==> config.mk <==
export PLATFORM = sky130hd
export DESIGN_NAME = ssio_core
export DESIGN_NICKNAME = d
export VERILOG_FILES = /design/src/ssio_pkg.sv /design/src/ssio_core.sv
export SDC_FILE = /design/constraint.sdc
export NUM_CORES = 1
export LEC_CHECK = 0
export ABC_AREA = 1
export BUFFER_PORTS_ARGS = -buffer_cell sky130_fd_sc_hd__buf_2
export CORE_ASPECT_RATIO = 1.2
export CORE_UTILIZATION = 30
export CTS_CLUSTER_DIAMETER = 200
export DETAILED_ROUTE_END_ITERATION = 10
export SLEW_MARGIN = 0
export SYNTH_ARGS = -nofsm -noshare
export SYNTH_HDL_FRONTEND = slang
export SYNTH_SLANG_ARGS = --single-unit
==> constraint.sdc <==
create_clock -name core_clk -period 4.2 [get_ports core_clk]
set_input_delay 0.42 -clock core_clk [delete_from_list [all_inputs] [get_ports core_clk]]
set_output_delay 0.42 -clock core_clk [all_outputs]
set_load 0.02 [all_outputs]
==> src/ssio_pkg.sv <==
// register map, field layout and encodings of the synchronous serial channel
// assumes a plain register port with byte offsets on a 5-bit address
package ssio_pkg;
  localparam int unsigned ADDR_W     = 5;
  localparam int unsigned DATA_W     = 16;
  localparam int unsigned FRAME_BITS = 8;
  localparam int unsigned DIV_BITS   = 8;

  localparam logic [ADDR_W-1:0] OFS_CTRL  = 5'h00;
  localparam logic [ADDR_W-1:0] OFS_BRG   = 5'h04;
  localparam logic [ADDR_W-1:0] OFS_TXBUF = 5'h08;
  localparam logic [ADDR_W-1:0] OFS_RXBUF = 5'h0c;
  localparam logic [ADDR_W-1:0] OFS_STAT  = 5'h10;
  localparam logic [ADDR_W-1:0] OFS_ISTAT = 5'h14;
  localparam logic [ADDR_W-1:0] OFS_IMASK = 5'h18;

  // prescaler terminal counts for the divided sources
  localparam logic [4:0] PRE_DIV8  = 5'h07;
  localparam logic [4:0] PRE_DIV32 = 5'h1f;
  localparam logic [3:0] BIT_LAST  = 4'h7;

  localparam int unsigned ST_TXEMPTY = 0;
  localparam int unsigned ST_TXEND   = 1;
  localparam int unsigned ST_RXFULL  = 2;
  localparam int unsigned ST_BUSY    = 3;

  localparam int unsigned IRQ_W   = 3;
  localparam int unsigned IRQ_TX  = 0;
  localparam int unsigned IRQ_RX  = 1;
  localparam int unsigned IRQ_OVR = 2;

  typedef enum logic [1:0] {SRC_UNDIV, SRC_DIV8, SRC_DIV32} ssio_src_e;
  typedef enum logic [1:0] {HS_NONE, HS_CTS, HS_RTS} ssio_hs_e;
  typedef enum logic {ST_IDLE, ST_RUN} ssio_state_e;

  typedef struct packed {
    logic      openDrain;
    logic      txIrqSel;
    logic      clkPol;
    logic      msbFirst;
    ssio_hs_e  hsMode;
    ssio_src_e srcSel;
    logic      extClk;
    logic      rxEn;
    logic      txEn;
  } ssio_ctrl_s;

  localparam int unsigned CTRL_W   = $bits(ssio_ctrl_s);
  localparam ssio_ctrl_s  CTRL_RST = '0;
endpackage

==> src/ssio_core.sv <==
// clock synchronous serial channel: 8-bit full duplex shifter, bit rate
// generator, handshake line, register port and one level interrupt
// assumes pins and register strobes are synchronous to core_clk
//
// Behaviour
// - eight bits shifted out and in together
// - internal clock is source over 2(n+1)
// - divisor is an eight-bit field 0..255
// - external source selected takes clock from pin
// - handshake line is cts, rts or unused
// - start needs tx enable, data, cts low in cts mode
// - receive needs rx and tx enable, data
// - cause zero: tx irq on buffer move
// - cause one: tx irq after frame sent
// - rx irq when frame reaches receive buffer without overrun
// - overrun when buffer still unread
// - overrun overwrites receive buffer with new frame
// - overrun sets no receive irq
// - data output high or floating before transfer
// - lsb first when clear, msb first when set
//
// The placing of the registers and the plain strobed port were left to the implementer.
`timescale 1ns/1ps
`default_nettype none
module ssio_core
  import ssio_pkg::*;
#(
  parameter int unsigned DIV_W = DIV_BITS
) (
  input  wire logic              core_clk,
  input  wire logic              nrst,
  input  wire logic [ADDR_W-1:0] regAddr,
  input  wire logic [DATA_W-1:0] regWdata,
  input  wire logic              regWr,
  input  wire logic              regRd,
  output logic      [DATA_W-1:0] regRdata,
  output logic                   irq,
  output logic                   serialOutPin,
  output logic                   serialOutPinOen,
  input  wire logic              serialInPin,
  input  wire logic              transferClockPinIn,
  output logic                   transferClockPinOut,
  output logic                   transferClockPinOen,
  input  wire logic              ctsN,
  output logic                   rtsN
);
  if (DIV_W < 1 || DIV_W > DATA_W) begin : g_chk
    $error("ssio_core: DIV_W out of range");
  end

  ssio_ctrl_s      ctrl_ff, nxt_ctrl;
  ssio_state_e     state_ff, nxt_state;
  logic [DIV_W-1:0] div_ff, nxt_div, brg_ff, nxt_brg;
  logic [7:0]      txBuf_ff, nxt_txBuf, rxBuf_ff, nxt_rxBuf;
  logic [7:0]      sh_ff, nxt_sh;
  logic [3:0]      bitCnt_ff, nxt_bitCnt;
  logic [4:0]      pre_ff, nxt_pre;
  logic [IRQ_W-1:0] iStat_ff, nxt_iStat, iMask_ff, nxt_iMask;
  logic [DATA_W-1:0] rdata_ff, nxt_rdata;
  logic            txEmpty_ff, nxt_txEmpty, txEnd_ff, nxt_txEnd;
  logic            rxFull_ff, nxt_rxFull, rxAct_ff, nxt_rxAct;
  logic            clkOut_ff, nxt_clkOut, clkOen_ff, nxt_clkOen;
  logic            dOut_ff, nxt_dOut, dOen_ff, nxt_dOen;
  logic            rts_ff, nxt_rts, ckPrev_ff, irq_ff, nxt_irq;
  logic            srcTick, halfTick, idleLvl, lead, trail, start, done;
  logic            rdRx, outBit;
  logic [7:0]      shIn;

  always_comb begin
    idleLvl  = ~ctrl_ff.clkPol;
    rdRx     = regRd && (regAddr == OFS_RXBUF);
    nxt_pre  = pre_ff + 5'h01;
    case (ctrl_ff.srcSel)
      SRC_UNDIV: srcTick = 1'b1;
      SRC_DIV8:  srcTick = (pre_ff & PRE_DIV8) == PRE_DIV8;
      default:   srcTick = pre_ff == PRE_DIV32;
    endcase
    // half period is n+1 source ticks, so a full period is 2(n+1)
    halfTick = (state_ff == ST_RUN) && !ctrl_ff.extClk && srcTick
               && (brg_ff == div_ff);
    if (ctrl_ff.extClk) begin
      lead  = (state_ff == ST_RUN) && (ckPrev_ff == idleLvl)
              && (transferClockPinIn != idleLvl);
      trail = (state_ff == ST_RUN) && (ckPrev_ff != idleLvl)
              && (transferClockPinIn == idleLvl);
    end else begin
      lead  = halfTick && (clkOut_ff == idleLvl);
      trail = halfTick && (clkOut_ff != idleLvl);
    end
    start = (state_ff == ST_IDLE) && ctrl_ff.txEn && !txEmpty_ff
            && (ctrl_ff.hsMode != HS_CTS || !ctsN)
            && (!ctrl_ff.extClk || transferClockPinIn == idleLvl);
    done  = trail && (bitCnt_ff == BIT_LAST);
    outBit = ctrl_ff.msbFirst ? sh_ff[7] : sh_ff[0];
    shIn   = ctrl_ff.msbFirst ? {sh_ff[6:0], serialInPin}
                              : {serialInPin, sh_ff[7:1]};

    nxt_ctrl    = ctrl_ff;
    nxt_div     = div_ff;
    nxt_state   = state_ff;
    nxt_brg     = brg_ff;
    nxt_txBuf   = txBuf_ff;
    nxt_rxBuf   = rxBuf_ff;
    nxt_sh      = sh_ff;
    nxt_bitCnt  = bitCnt_ff;
    nxt_iStat   = iStat_ff;
    nxt_iMask   = iMask_ff;
    nxt_txEmpty = txEmpty_ff;
    nxt_txEnd   = txEnd_ff;
    nxt_rxFull  = rxFull_ff;
    nxt_rxAct   = rxAct_ff;
    nxt_clkOut  = clkOut_ff;
    nxt_dOut    = dOut_ff;
    nxt_rdata   = '0;

    // software clears first so that hardware events below win
    if (regWr) begin
      case (regAddr)
        OFS_CTRL:  nxt_ctrl = ssio_ctrl_s'(regWdata[CTRL_W-1:0]);
        OFS_BRG:   nxt_div = regWdata[DIV_W-1:0];
        OFS_ISTAT: nxt_iStat = iStat_ff & ~regWdata[IRQ_W-1:0];
        OFS_IMASK: nxt_iMask = regWdata[IRQ_W-1:0];
        default:   ;
      endcase
    end
    if (regRd) begin
      case (regAddr)
        OFS_CTRL:  nxt_rdata = DATA_W'(ctrl_ff);
        OFS_BRG:   nxt_rdata = DATA_W'(div_ff);
        OFS_TXBUF: nxt_rdata = DATA_W'(txBuf_ff);
        OFS_RXBUF: nxt_rdata = DATA_W'(rxBuf_ff);
        OFS_STAT: begin
          nxt_rdata[ST_TXEMPTY] = txEmpty_ff;
          nxt_rdata[ST_TXEND]   = txEnd_ff;
          nxt_rdata[ST_RXFULL]  = rxFull_ff;
          nxt_rdata[ST_BUSY]    = state_ff == ST_RUN;
        end
        OFS_ISTAT: nxt_rdata = DATA_W'(iStat_ff);
        OFS_IMASK: nxt_rdata = DATA_W'(iMask_ff);
        default:   nxt_rdata = '0;
      endcase
    end
    if (rdRx) begin
      nxt_rxFull = 1'b0;
    end

    case (state_ff)
      ST_IDLE: begin
        nxt_brg    = '0;
        nxt_clkOut = idleLvl;
        nxt_dOut   = 1'b1;
        if (start) begin
          nxt_state   = ST_RUN;
          nxt_sh      = txBuf_ff;
          nxt_txEmpty = 1'b1;
          nxt_txEnd   = 1'b0;
          nxt_bitCnt  = '0;
          nxt_rxAct   = ctrl_ff.rxEn;
          if (!ctrl_ff.txIrqSel) begin
            nxt_iStat[IRQ_TX] = 1'b1;
          end
        end
      end
      ST_RUN: begin
        if (srcTick) begin
          nxt_brg = (brg_ff == div_ff) ? '0 : brg_ff + 1'b1;
        end
        if (halfTick) begin
          nxt_clkOut = ~clkOut_ff;
        end
        if (lead) begin
          nxt_dOut = outBit;
        end
        if (trail) begin
          nxt_sh     = shIn;
          nxt_bitCnt = bitCnt_ff + 4'h1;
        end
        if (done) begin
          nxt_state = ST_IDLE;
          nxt_txEnd = 1'b1;
          if (ctrl_ff.txIrqSel) begin
            nxt_iStat[IRQ_TX] = 1'b1;
          end
          if (rxAct_ff) begin
            nxt_rxBuf = shIn;
            if (rxFull_ff && !rdRx) begin
              nxt_iStat[IRQ_OVR] = 1'b1;
            end else begin
              nxt_rxFull        = 1'b1;
              nxt_iStat[IRQ_RX] = 1'b1;
            end
          end
        end
      end
      default: nxt_state = ST_IDLE;
    endcase

    // a buffer write lands after a start took the old word
    if (regWr && regAddr == OFS_TXBUF) begin
      nxt_txBuf   = regWdata[7:0];
      nxt_txEmpty = 1'b0;
    end

    nxt_clkOen = ctrl_ff.extClk;
    nxt_dOen   = ctrl_ff.openDrain && nxt_dOut;
    nxt_rts    = !(ctrl_ff.hsMode == HS_RTS && ctrl_ff.rxEn
                   && !nxt_rxFull);
    nxt_irq    = |(nxt_iStat & nxt_iMask);
  end

  always_ff @(posedge core_clk or negedge nrst) begin
    if (!nrst) begin
      ctrl_ff   <= CTRL_RST;
      div_ff    <= '0;
      state_ff  <= ST_IDLE;
      brg_ff    <= '0;
      txBuf_ff  <= '0;
      rxBuf_ff  <= '0;
      sh_ff     <= '0;
      bitCnt_ff <= '0;
      pre_ff    <= '0;
      iStat_ff  <= '0;
      iMask_ff  <= '0;
      rdata_ff  <= '0;
      txEmpty_ff <= 1'b1;
      txEnd_ff  <= 1'b1;
      rxFull_ff <= 1'b0;
      rxAct_ff  <= 1'b0;
      clkOut_ff <= 1'b1;
      clkOen_ff <= 1'b0;
      dOut_ff   <= 1'b1;
      dOen_ff   <= 1'b0;
      rts_ff    <= 1'b1;
      ckPrev_ff <= 1'b1;
      irq_ff    <= 1'b0;
    end else begin
      ctrl_ff   <= nxt_ctrl;
      div_ff    <= nxt_div;
      state_ff  <= nxt_state;
      brg_ff    <= nxt_brg;
      txBuf_ff  <= nxt_txBuf;
      rxBuf_ff  <= nxt_rxBuf;
      sh_ff     <= nxt_sh;
      bitCnt_ff <= nxt_bitCnt;
      pre_ff    <= nxt_pre;
      iStat_ff  <= nxt_iStat;
      iMask_ff  <= nxt_iMask;
      rdata_ff  <= nxt_rdata;
      txEmpty_ff <= nxt_txEmpty;
      txEnd_ff  <= nxt_txEnd;
      rxFull_ff <= nxt_rxFull;
      rxAct_ff  <= nxt_rxAct;
      clkOut_ff <= nxt_clkOut;
      clkOen_ff <= nxt_clkOen;
      dOut_ff   <= nxt_dOut;
      dOen_ff   <= nxt_dOen;
      rts_ff    <= nxt_rts;
      ckPrev_ff <= transferClockPinIn;
      irq_ff    <= nxt_irq;
    end
  end

  assign regRdata            = rdata_ff;
  assign irq                 = irq_ff;
  assign serialOutPin        = dOut_ff;
  assign serialOutPinOen     = dOen_ff;
  assign transferClockPinOut = clkOut_ff;
  assign transferClockPinOen = clkOen_ff;
  assign rtsN                = rts_ff;
endmodule
`default_nettype wire

==> results of run 1 <==
cell usage after synthesis, types with 2 or more instances:
library cell  number
nand2_2            2
a21oi_1           16
xnor2_1            2
nor3_1             5
nand2_4            2
and2_1             2
buf_6              2
inv_1             68
nor2_1            34
buf_2              2
clkbuf_1           6
o22ai_1            7
dfrtp_1           83
buf_4              5
a221oi_1           3
nand4_1            3
o21ai_0           64
nand3_1           18
inv_2              3
dfstp_2            6
xor2_1             7
nand2_1          149
ha_1               5
o21ai_2            9
a31oi_1            3
routing by layer:
layer | share of wire | vias to the layer above | wire [um] | global-route usage
met1 | 0.43 | 1569 | 4320 | 0.169
met4 | 0.022 | 0 | 218 | 0.0644
met3 | 0.024 | 8 | 245 | 0.0289
met5 | 0 | - | 0 | 0
met2 | 0.53 | 47 | 5300 | 0.261
li1 | - | 1719 | - | -
final cells by class:
type	instances	area share
sequential	89	0.458
timing repair buffer	40	0.0421
multi-input combinational	345	0.344
clock inverter	3	0.00308
clock buffer	13	0.0534
tap	171	0.0439
inverter	72	0.0554
worst min-delay path by stage:
stage	slack, ns	to	depth (start not counted)
after floorplan	0.12	bitCnt_ff[0]$_DFFE_PN0P_	0
after global placement	0.43	pre_ff[0]$_DFF_PN0_	1
after detailed placement	0.44	pre_ff[0]$_DFF_PN0_	1
after CTS	0.18	ckPrev_ff$_DFF_PN1_	1
after global routing	0.19	ckPrev_ff$_DFF_PN1_	1
final	0.16	regRdata[9]$_DFF_PN0_	1
logic make-up (layout without fill, tap and decap cells):
kind of cell	Yosys count	count (layout)	share of synthesized area
and+or+nand+nor	220	220	0.216
AOI/OAI and AO/OA	106	106	0.140
DFF	89	89	0.525
buffers and inverters	87	128	0.0852
xor gates and xnor gates	9	9	0.0185
adders and majority gates	5	5	0.0147
other	1	5	0.000880
where the power goes:
| part | leakage [nW] | total, mW | internal (mW) | switching [mW] |
|---|---|---|---|---|
| combinational | 1.17 | 0.633 | 0.210 | 0.424 |
| clock | 0.139 | 0.749 | 0.430 | 0.318 |
| sequential | 1.13 | 1.19 | 1.05 | 0.144 |
sequential cells by signal (all words and copies together) (netlist names), 3 cells and up:
signal / cells
rxBuf_ff: 8
pre_ff: 5
iStat_ff: 3
bitCnt_ff: 4
ctrl_ff: 10
brg_ff: 8
regRdata: 11
txBuf_ff: 8
sh_ff: 8
div_ff: 8
iMask_ff: 3
through the flow:
stage | setup slack, ns | std cells
3_3_place_gp | 2.00 | 717
3_5_place_dp | 1.99 | 717
4_1_cts | 1.98 | 733
5_1_grt | 1.74 | 733
6_report | 1.97 | 733
2_1_floorplan | 2.37 | 521
cell usage in the layout, fill, tap and decap left out, types with 3 or more instances in the layout:
cell       count
o21ai_2        9
conb_1         5
o22ai_1        7
a221oi_1       3
inv_1         68
a21oi_1       16
nor2_1        34
dfstp_2        6
nand4_1        3
xor2_1         7
dfrtp_1       83
clkinv_2       3
ha_1           5
nor3_1         5
inv_2          3
buf_2         38
o21ai_0       64
clkbuf_16      9
nand3_1       18
nand2_1      149
a31oi_1        3
==> metrics.yaml, run 1 <==
outcome:
  status: "finished, final reports clean"
critical_path:
  start_kind: "register"
  crit_arrival_ns: 2.45
  reg2regPathDepth: 7
  endpoint: "brg_ff[7]$_DFFE_PN0P_"
  worstPathMaxFanout: 22
  r2r_end: "brg_ff[7]$_DFFE_PN0P_"
  critPathRequiredTime_ns: 4.43
  critPathMaxStageDelay_ns: 0.54
  cpMostUsedCell: "inv_1"
  path_delay_family: "simple AND/OR/NAND/NOR gates"
  cp_num_buf_inv: 2
  r2r_slack_ns: 1.97
  crit_path_start: "state_ff$_DFF_PN0_"
  crit_chain: "inv_1 -> nor2_1 -> inv_1 -> nand2_1 -> nor4_1 -> o21ai_0 -> and2_1"
  critPathSlowestCell: "inv_1"
  crit_type: "register to register"
  cp_num_cells: 7
  reg2reg_from: "state_ff$_DFF_PN0_"
  end_kind: "register"
placed_design:
  io_buffers: 39
  place.gp.congestion: 0.861
  dp_hpwl_mm: 7.70
  placed_cell_area_sq_um: 4600
synth:
  synth_top_area_cell: "dfrtp_1"
  syn_area_sq_um: 4260
  synth_area_leaders: "dfrtp_1, nand2_1, o21ai_0, inv_1, dfstp_2"
  yosys.cell_types.count: 36
  synth-seq-cells: 89
  synth_warnings: 0
  async_flop_share: 1.00
  syn_area_per_cell_sq_um: 8.24
  syn_inst: 517
  yosysSeqAreaShare: 0.525
  synth_top_area_frac: 0.488
  ys.flop_type: "dfrtp_1"
  synth_edf_count: 0
die:
  core_sq_um: 13800
  die_width_um: 111
  start_util: 0.308
  fp-row-count: 47
  die_area_sq_um: 14700
  ios: 50
  die_y_um: 133
detailed_routing:
  wire_per_inst_um: 13.8
  drc_errors: 0
  drtPass1Iterations: 5
  viasPerCell: 4.56
  route.final.wire_length_mm: 10.1
  vias: 3343
  drtAntennaViolNets: 0
  drtIter0Drc: 221
timing:
  fin_crit_ns: 2.23
  rsz0062_at_grt: "no"
  setup_tns_ns: 0
  skew_ns: 0.00822
  report.final.slew_viol_count: 0
  max_freq_mhz: 449
  finalCritPeriodShare: 0.530
  hold_violations: 0
  whs_ns: 0.155
  setup_viol: 0
  worst_slew_pin_slew_ns: 0.815
  slew-limit-headroom: 0.455
flow_run:
  drv_cap: 0
global_route:
  grt_use_total: 0.146
  grt_pass1_wl_mm: 16.7
  antenna_found_initial: 0
  grt-ovfl-total: 0
  grt_max_degree: 63
  grt_pass1_vias: 3311
worst_hold_path:
  hp-class: "primary input to async pin"
power_and_ir_drop:
  power.density_nw_per_um2: 528
  total_power_mw: 2.57
  ir_worst_vdd_uv: 200
  p_leak_nw: 2.44
layout:
  fin_util: 0.353
  area_delta_synth_final_pct: 14.5
  post-route-cell-area_sq_um: 4880
  drive_above_1_share: 0.142
  regArea_sq_um: 2230
  multi_input_area_sq_um: 1680
  n_fill_cell: 1396
  antenna_cells: 0
  nets: 590
clocking:
  clk_pin_slew_ns: 0.06
  post_cts_resize_count: 0
  clk_latency_ns: 0.34
  post-cts-setup-buffer-count: 0
  clockRootBuffer: "clkbuf_16"
  hold_buffers: 0
  clockBufferDepth: 2
  cts_tree: "yes"
  cts_buffers: 9
  htree_levels: 3
  cts.sinks: 89
No activity file was read; power rests on OpenSTA's default activity.
==> inputs of run 2 (changes only) <==
Settings changed: ABC_AREA 1 to 0.
Clock period 4.2 ns to 1.8 ns, I/O delays scaled along.
==> run 2 against run 1 <==
Against the previous run: the run now ends with DRC, setup timing left; synthesized cell count is 28% lower; combinational power increased to 3.0 times the previous value; non-clock buffer count rose by 71; area after synthesis is 1.1% higher; first-iteration DRC count is 37% lower; register-to-register slack got worse by 2.5 ns; sequential share of layout area fell by 6.1 points; flip-flop and latch count unchanged; setup slack worse by 2.5 ns; maximum frequency decreased by 5.0%; critical path type unchanged; routed wire length up 4.8%; power rose to 2.5 times the previous value.
==> metrics.yaml, run 2 <==
synth:
  syn_area_sq_um: 4310
  yosysSeqAreaShare: 0.519
  synth_top_area_cell: "dfrtp_1"
  async_flop_share: 1.00
  netlist_top_cells_count: "dfrtp_1, mux2_2, nand2_1"
  syn_inst: 374
  synth_warnings: 0
  yosys.cell_types.count: 49
  synth_top_area_frac: 0.482
  synth-seq-cells: 89
  ys.flop_type: "dfrtp_1"
  syn_area_per_cell_sq_um: 11.5
  synth_area_leaders: "dfrtp_1, mux2_2, mux2i_1, dfstp_2, xnor2_1"
  synth_edf_count: 0
  synth.most_common_cell: "dfrtp_1"
critical_path:
  start_kind: "register"
  cp_num_buf_inv: 0
  end_kind: "register"
  worstPathMaxFanout: 3
  crit_chain: "ha_2 -> and3_4 -> ha_4 -> nor2b_4 -> nor4b_2 -> nor3b_2 -> a32o_2 -> a311o_1 -> a221o_1"
  critPathMaxStageDelay_ns: 0.39
  path_delay_family: "compound AO/OA/AOI/OAI gates"
  crit_arrival_ns: 2.57
  crit_type: "register to register"
  critPathRequiredTime_ns: 2.02
  critPathSlowestCell: "dfrtp_1"
power_and_ir_drop:
  power.density_nw_per_um2: 1160
  total_power_mw: 6.51
  ir_worst_vdd_uv: 445
  p_leak_nw: 2.71
die:
  die_y_um: 133
  ios: 50
  die_width_um: 111
  start_util: 0.310
  fp-row-count: 47
  core_sq_um: 13900
  die_area_sq_um: 14800
placed_design:
  placed_cell_area_sq_um: 5130
  io_buffers: 39
  dp_hpwl_mm: 8.14
  dp.cells: 629
  place.gp.congestion: 0.826
clocking:
  cts.sinks: 89
  cts_buffers: 9
  htree_levels: 3
  clockRootBuffer: "clkbuf_16"
  clk_latency_ns: 0.34
  clk_pin_slew_ns: 0.06
  clockBufferDepth: 2
  cts_tree: "yes"
timing:
  skew_ns: 0.00801
  setup_viol: 36
  whs_ns: 0.0728
  hold_violations: 0
  setup_ws_ns: -0.544
  finalCritPeriodShare: 1.30
  report.final.slew_viol_count: 0
  rsz0062_at_grt: "yes"
  max_freq_mhz: 427
  fin_crit_ns: 2.34
layout:
  antenna_cells: 0
  drive_above_1_share: 0.404
  n_fill_cell: 1310
  final_cell_mix: "dfrtp_1, buf_4, buf_2, mux2_2, nand2_1"
  largest_register_ffs: 11
  nets: 511
  post-route-cell-area_sq_um: 5620
  fin_util: 0.405
  fin_cells: 654
  area_delta_synth_final_pct: 30.6
  final_common_cell: "dfrtp_1"
global_route:
  grt-ovfl-total: 0
  antenna_found_initial: 0
  grt_use_total: 0.153
  grt_pass1_wl_mm: 17.7
  grt_max_degree: 35
  grt_pass1_vias: 3440
detailed_routing:
  drtPass1Iterations: 7
  wire_per_inst_um: 16.2
  vias: 3200
  drc_errors: 10
  drtAntennaViolNets: 0
  viasPerCell: 4.89
  drtIter0Drc: 140
  route.final.wire_length_mm: 10.6
worst_hold_path:
  hp-class: "primary input to register"
flow_run:
  drv_cap: 0
outcome:
  violations: "DRC, setup timing"
  status: "complete, but fails checks"
## run 2: changes by cell type in the layout (fill, tap and decap cells not counted), moves of 33 or more
cell | previous run | this run
o21ai_0 | 64 | 17
mux2_2 | 0 | 33
buf_4 | 2 | 64
inv_1 | 68 | 14
nand2_1 | 149 | 31
## run 2: metal layers
metal,global-route usage,up-vias,part of all wire
met5,0,-,0
met4,0.0661,0,0.026
met3,0.0309,17,0.026
met2,0.274,43,0.52
met1,0.178,1604,0.42
li1,-,1536,-
## run 2: where the power goes
group | internal, mW | switching [mW] | leakage (nW)
logic | 0.983 | 0.950 | 1.43
registers | 2.42 | 0.305 | 1.14
clock network | 1.11 | 0.745 | 0.140
## run 2: per-stage QoR
step                TNS, ns  setup slack [ns]
floorplan             -9.57            -0.530
global placement     -12.27            -0.521
detailed placement   -14.13            -0.590
CTS                  -14.58            -0.528
global route         -15.87            -0.646
finish               -11.48            -0.544
## run 2: cell type report
type / instances / area (sq um) / share of cell area
sequential: 89 / 2230 / 0.397
clock buffer: 13 / 250 / 0.0445
inverter: 14 / 52.6 / 0.00935
timing repair buffer: 111 / 791 / 0.141
clock inverter: 3 / 42.5 / 0.00757
tap: 171 / 214 / 0.0381
multi-input combinational: 253 / 2040 / 0.362
## run 2: logic make-up (layout without fill, tap and decap cells)
| family | after synthesis | after routing | synth area share |
|---|---|---|---|
| buf+inv | 36 | 141 | 0.0401 |
| other cells | 1 | 5 | 0.000871 |
| fa+ha+maj | 5 | 5 | 0.0145 |
| compound gates | 62 | 62 | 0.0982 |
| flops | 89 | 89 | 0.519 |
| mux | 68 | 68 | 0.173 |
| xor+xnor | 15 | 15 | 0.0305 |
| simple gates | 98 | 98 | 0.123 |
## run 2: path summary, 6_finish.rpt
check                      depth (start not counted)                    start                       to  slack, ns
setup / recovery                                   9      pre_ff[1]$_DFF_PN0_            irq$_DFF_PN0_      -0.54
hold / removal                                     2              regWdata[9]   ctrl_ff[9]$_DFFE_PN0P_       0.07
setup reg to reg                                   9      pre_ff[1]$_DFF_PN0_            irq$_DFF_PN0_      -0.54
hold reg to reg                                    1  rxBuf_ff[1]$_DFFE_PN0P_  rxBuf_ff[1]$_DFFE_PN0P_       0.48
max in group asynchronous                          3                     nrst           rtsN$_DFF_PN1_       0.98
min in group asynchronous                          2                     nrst  txBuf_ff[7]$_DFFE_PN0P_       0.23
## run 2: what timing repair did
action,4_1_cts,5_1_grt
resized for setup,31,5
pin swaps,10,7
endpoints found under the hold margin,41,0
setup endpoints to repair,31,39
setup buffers,8,4
hold buffers,2,0
==> inputs of run 3 (changes only) <==
Settings changed: PLACE_DENSITY set to 0.52.
Clock period 1.8 ns to 2 ns, I/O delays scaled along.
==> run 3 against run 2 <==
Against the previous run: the run still ends with DRC, setup timing left; sequential share of layout area is 0.43 points higher; via count is 0.19% lower; routed wire length grew 3.7%; clock power shrank 3%; sequential power is 9.6% lower; critical path type unchanged.
==> metrics.yaml, run 3 (synthesized netlist as in run 2, its figures left out) <==
outcome:
  status: "complete, but fails checks"
  violations: "DRC, setup timing"
detailed_routing:
  wire_per_inst_um: 17.1
  drc_errors: 2
  drtPass1Iterations: 7
  route.final.wire_length_mm: 11.0
  viasPerCell: 4.99
  vias: 3194
  drtIter0Drc: 188
  drtAntennaViolNets: 0
power_and_ir_drop:
  total_power_mw: 5.90
  ir_worst_vdd_uv: 429
  power.density_nw_per_um2: 1060
  p_leak_nw: 2.65
layout:
  drive_above_1_share: 0.394
  fin_util: 0.401
  post-route-cell-area_sq_um: 5560
  antenna_cells: 0
  final_cell_mix: "dfrtp_1, buf_4, buf_2, mux2_2, nand2_1"
  final_common_cell: "dfrtp_1"
  largest_register_ffs: 11
  area_delta_synth_final_pct: 29.2
  nets: 497
  n_fill_cell: 1340
  fin_cells: 640
timing:
  setup_ws_ns: -0.329
  hold_violations: 0
  max_freq_mhz: 429
  slew-limit-headroom: 0.664
  setup_viol: 29
  fin_crit_ns: 2.33
  whs_ns: 0.0912
  worst_slew_pin_slew_ns: 0.505
  setup_tns_ns: -6.87
  finalCritPeriodShare: 1.16
  rsz0062_at_grt: "yes"
  report.final.slew_viol_count: 0
  skew_ns: 0.00722
die:
  die_width_um: 111
  start_util: 0.310
  fp-row-count: 47
  ios: 50
  core_sq_um: 13900
  die_area_sq_um: 14800
  die_y_um: 133
clocking:
  clockRootBuffer: "clkbuf_16"
  cts_tree: "yes"
  clk_latency_ns: 0.34
  clk_pin_slew_ns: 0.07
  cts_buffers: 9
  clockBufferDepth: 2
  htree_levels: 3
  cts.sinks: 89
placed_design:
  io_buffers: 39
  dp.cells: 612
  place.gp.congestion: 0.816
  dpl_worst_slack_ns: -0.409
  dp_hpwl_mm: 8.01
  placed_cell_area_sq_um: 5000
critical_path:
  crit_arrival_ns: 2.55
  crit_type: "register to register"
  r2r_slack_ns: -0.33
  r2r_end: "irq$_DFF_PN0_"
  end_kind: "register"
  critPathRequiredTime_ns: 2.22
  start_kind: "register"
  crit_path_start: "pre_ff[1]$_DFF_PN0_"
  reg2reg_from: "pre_ff[1]$_DFF_PN0_"
  reg2regPathDepth: 10
  worstPathMaxFanout: 3
global_route:
  use_met1: 0.199
  grt_use_met2: 0.274
  antenna_found_initial: 0
  grt_max_degree: 48
  grt_pass1_vias: 3460
  grt_pass1_wl_mm: 18.4
  gr-max-usage-layer: "met2"
  grt-ovfl-total: 0
  grt_use_total: 0.161
  use_met3: 0.0305
flow_run:
  drv_cap: 0
worst_hold_path:
  min-delay-start: "regWdata[8]"
  hp-class: "primary input to register"
  holdPathStages: 2
  hold-path-endpoint: "ctrl_ff[8]$_DFFE_PN0P_"
==> run 3: cell types whose count changed in the layout (fill, tap and decap cells not counted), sizes merged <==
cell      previous run  this run
clkbuf              13         9
bufinv               1         2
clkinvlp             1         0
buf                109        95
inv                 14        16
clkinv               1         3
==> run 3: how the worst max path moves through the flow <==
| stage | to | slack [ns] | cells after the start |
|---|---|---|---|
| after global routing | irq$_DFF_PN0_ | -0.43 | 10 |
| final | irq$_DFF_PN0_ | -0.33 | 10 |
| after global placement | rxBuf_ff[3]$_DFFE_PN0P_ | -0.35 | 10 |
| after floorplan | rxBuf_ff[5]$_DFFE_PN0P_ | -0.33 | 11 |
| after CTS | irq$_DFF_PN0_ | -0.33 | 10 |
| after detailed placement | rxBuf_ff[7]$_DFFE_PN0P_ | -0.41 | 10 |
==> run 3: cell type report <==
cell class	instances	area, sq um	area share
Timing Repair Buffer	97	706	0.127
Clock buffer	9	225	0.0405
Sequential cell	89	2230	0.402
Multi-Input combinational cell	253	2040	0.366
Inverter	14	52.6	0.00945
Clock inverter	7	92.6	0.0166
Tap cell	171	214	0.0385
==> run 3: report_power, final <==
part           internal (mW)  total, mW  switching (mW)
Clock                   1.10       1.81           0.715
Sequential              2.17       2.46           0.289
Combinational          0.812       1.63           0.815
==> run 3: routing by layer <==
metal	vias up	share of wire
met5	-	0
met4	0	0.025
met3	18	0.033
met2	69	0.51
met1	1597	0.43
li1	1510	-
==> run 3: critical path: stages, from the launching register on <==
cell     delay (ns)
dfrtp_1        0.38
ha_2           0.20
and3_4         0.18
ha_4           0.16
nor2b_4        0.12
nor4b_2        0.05
nor3b_2        0.16
a32o_2         0.25
buf_6          0.12
a311o_1        0.27
a221o_1        0.32
==> run 3: timing repair <==
item | CTS | global route
pin swaps | 13 | 6
hold endpoints to repair | 18 | 0
endpoints found under the setup margin | 29 | 33
hold buffers | 2 | 0
cloned | 1 | 0
resized for setup | 29 | 4
setup buffers | 10 | 1
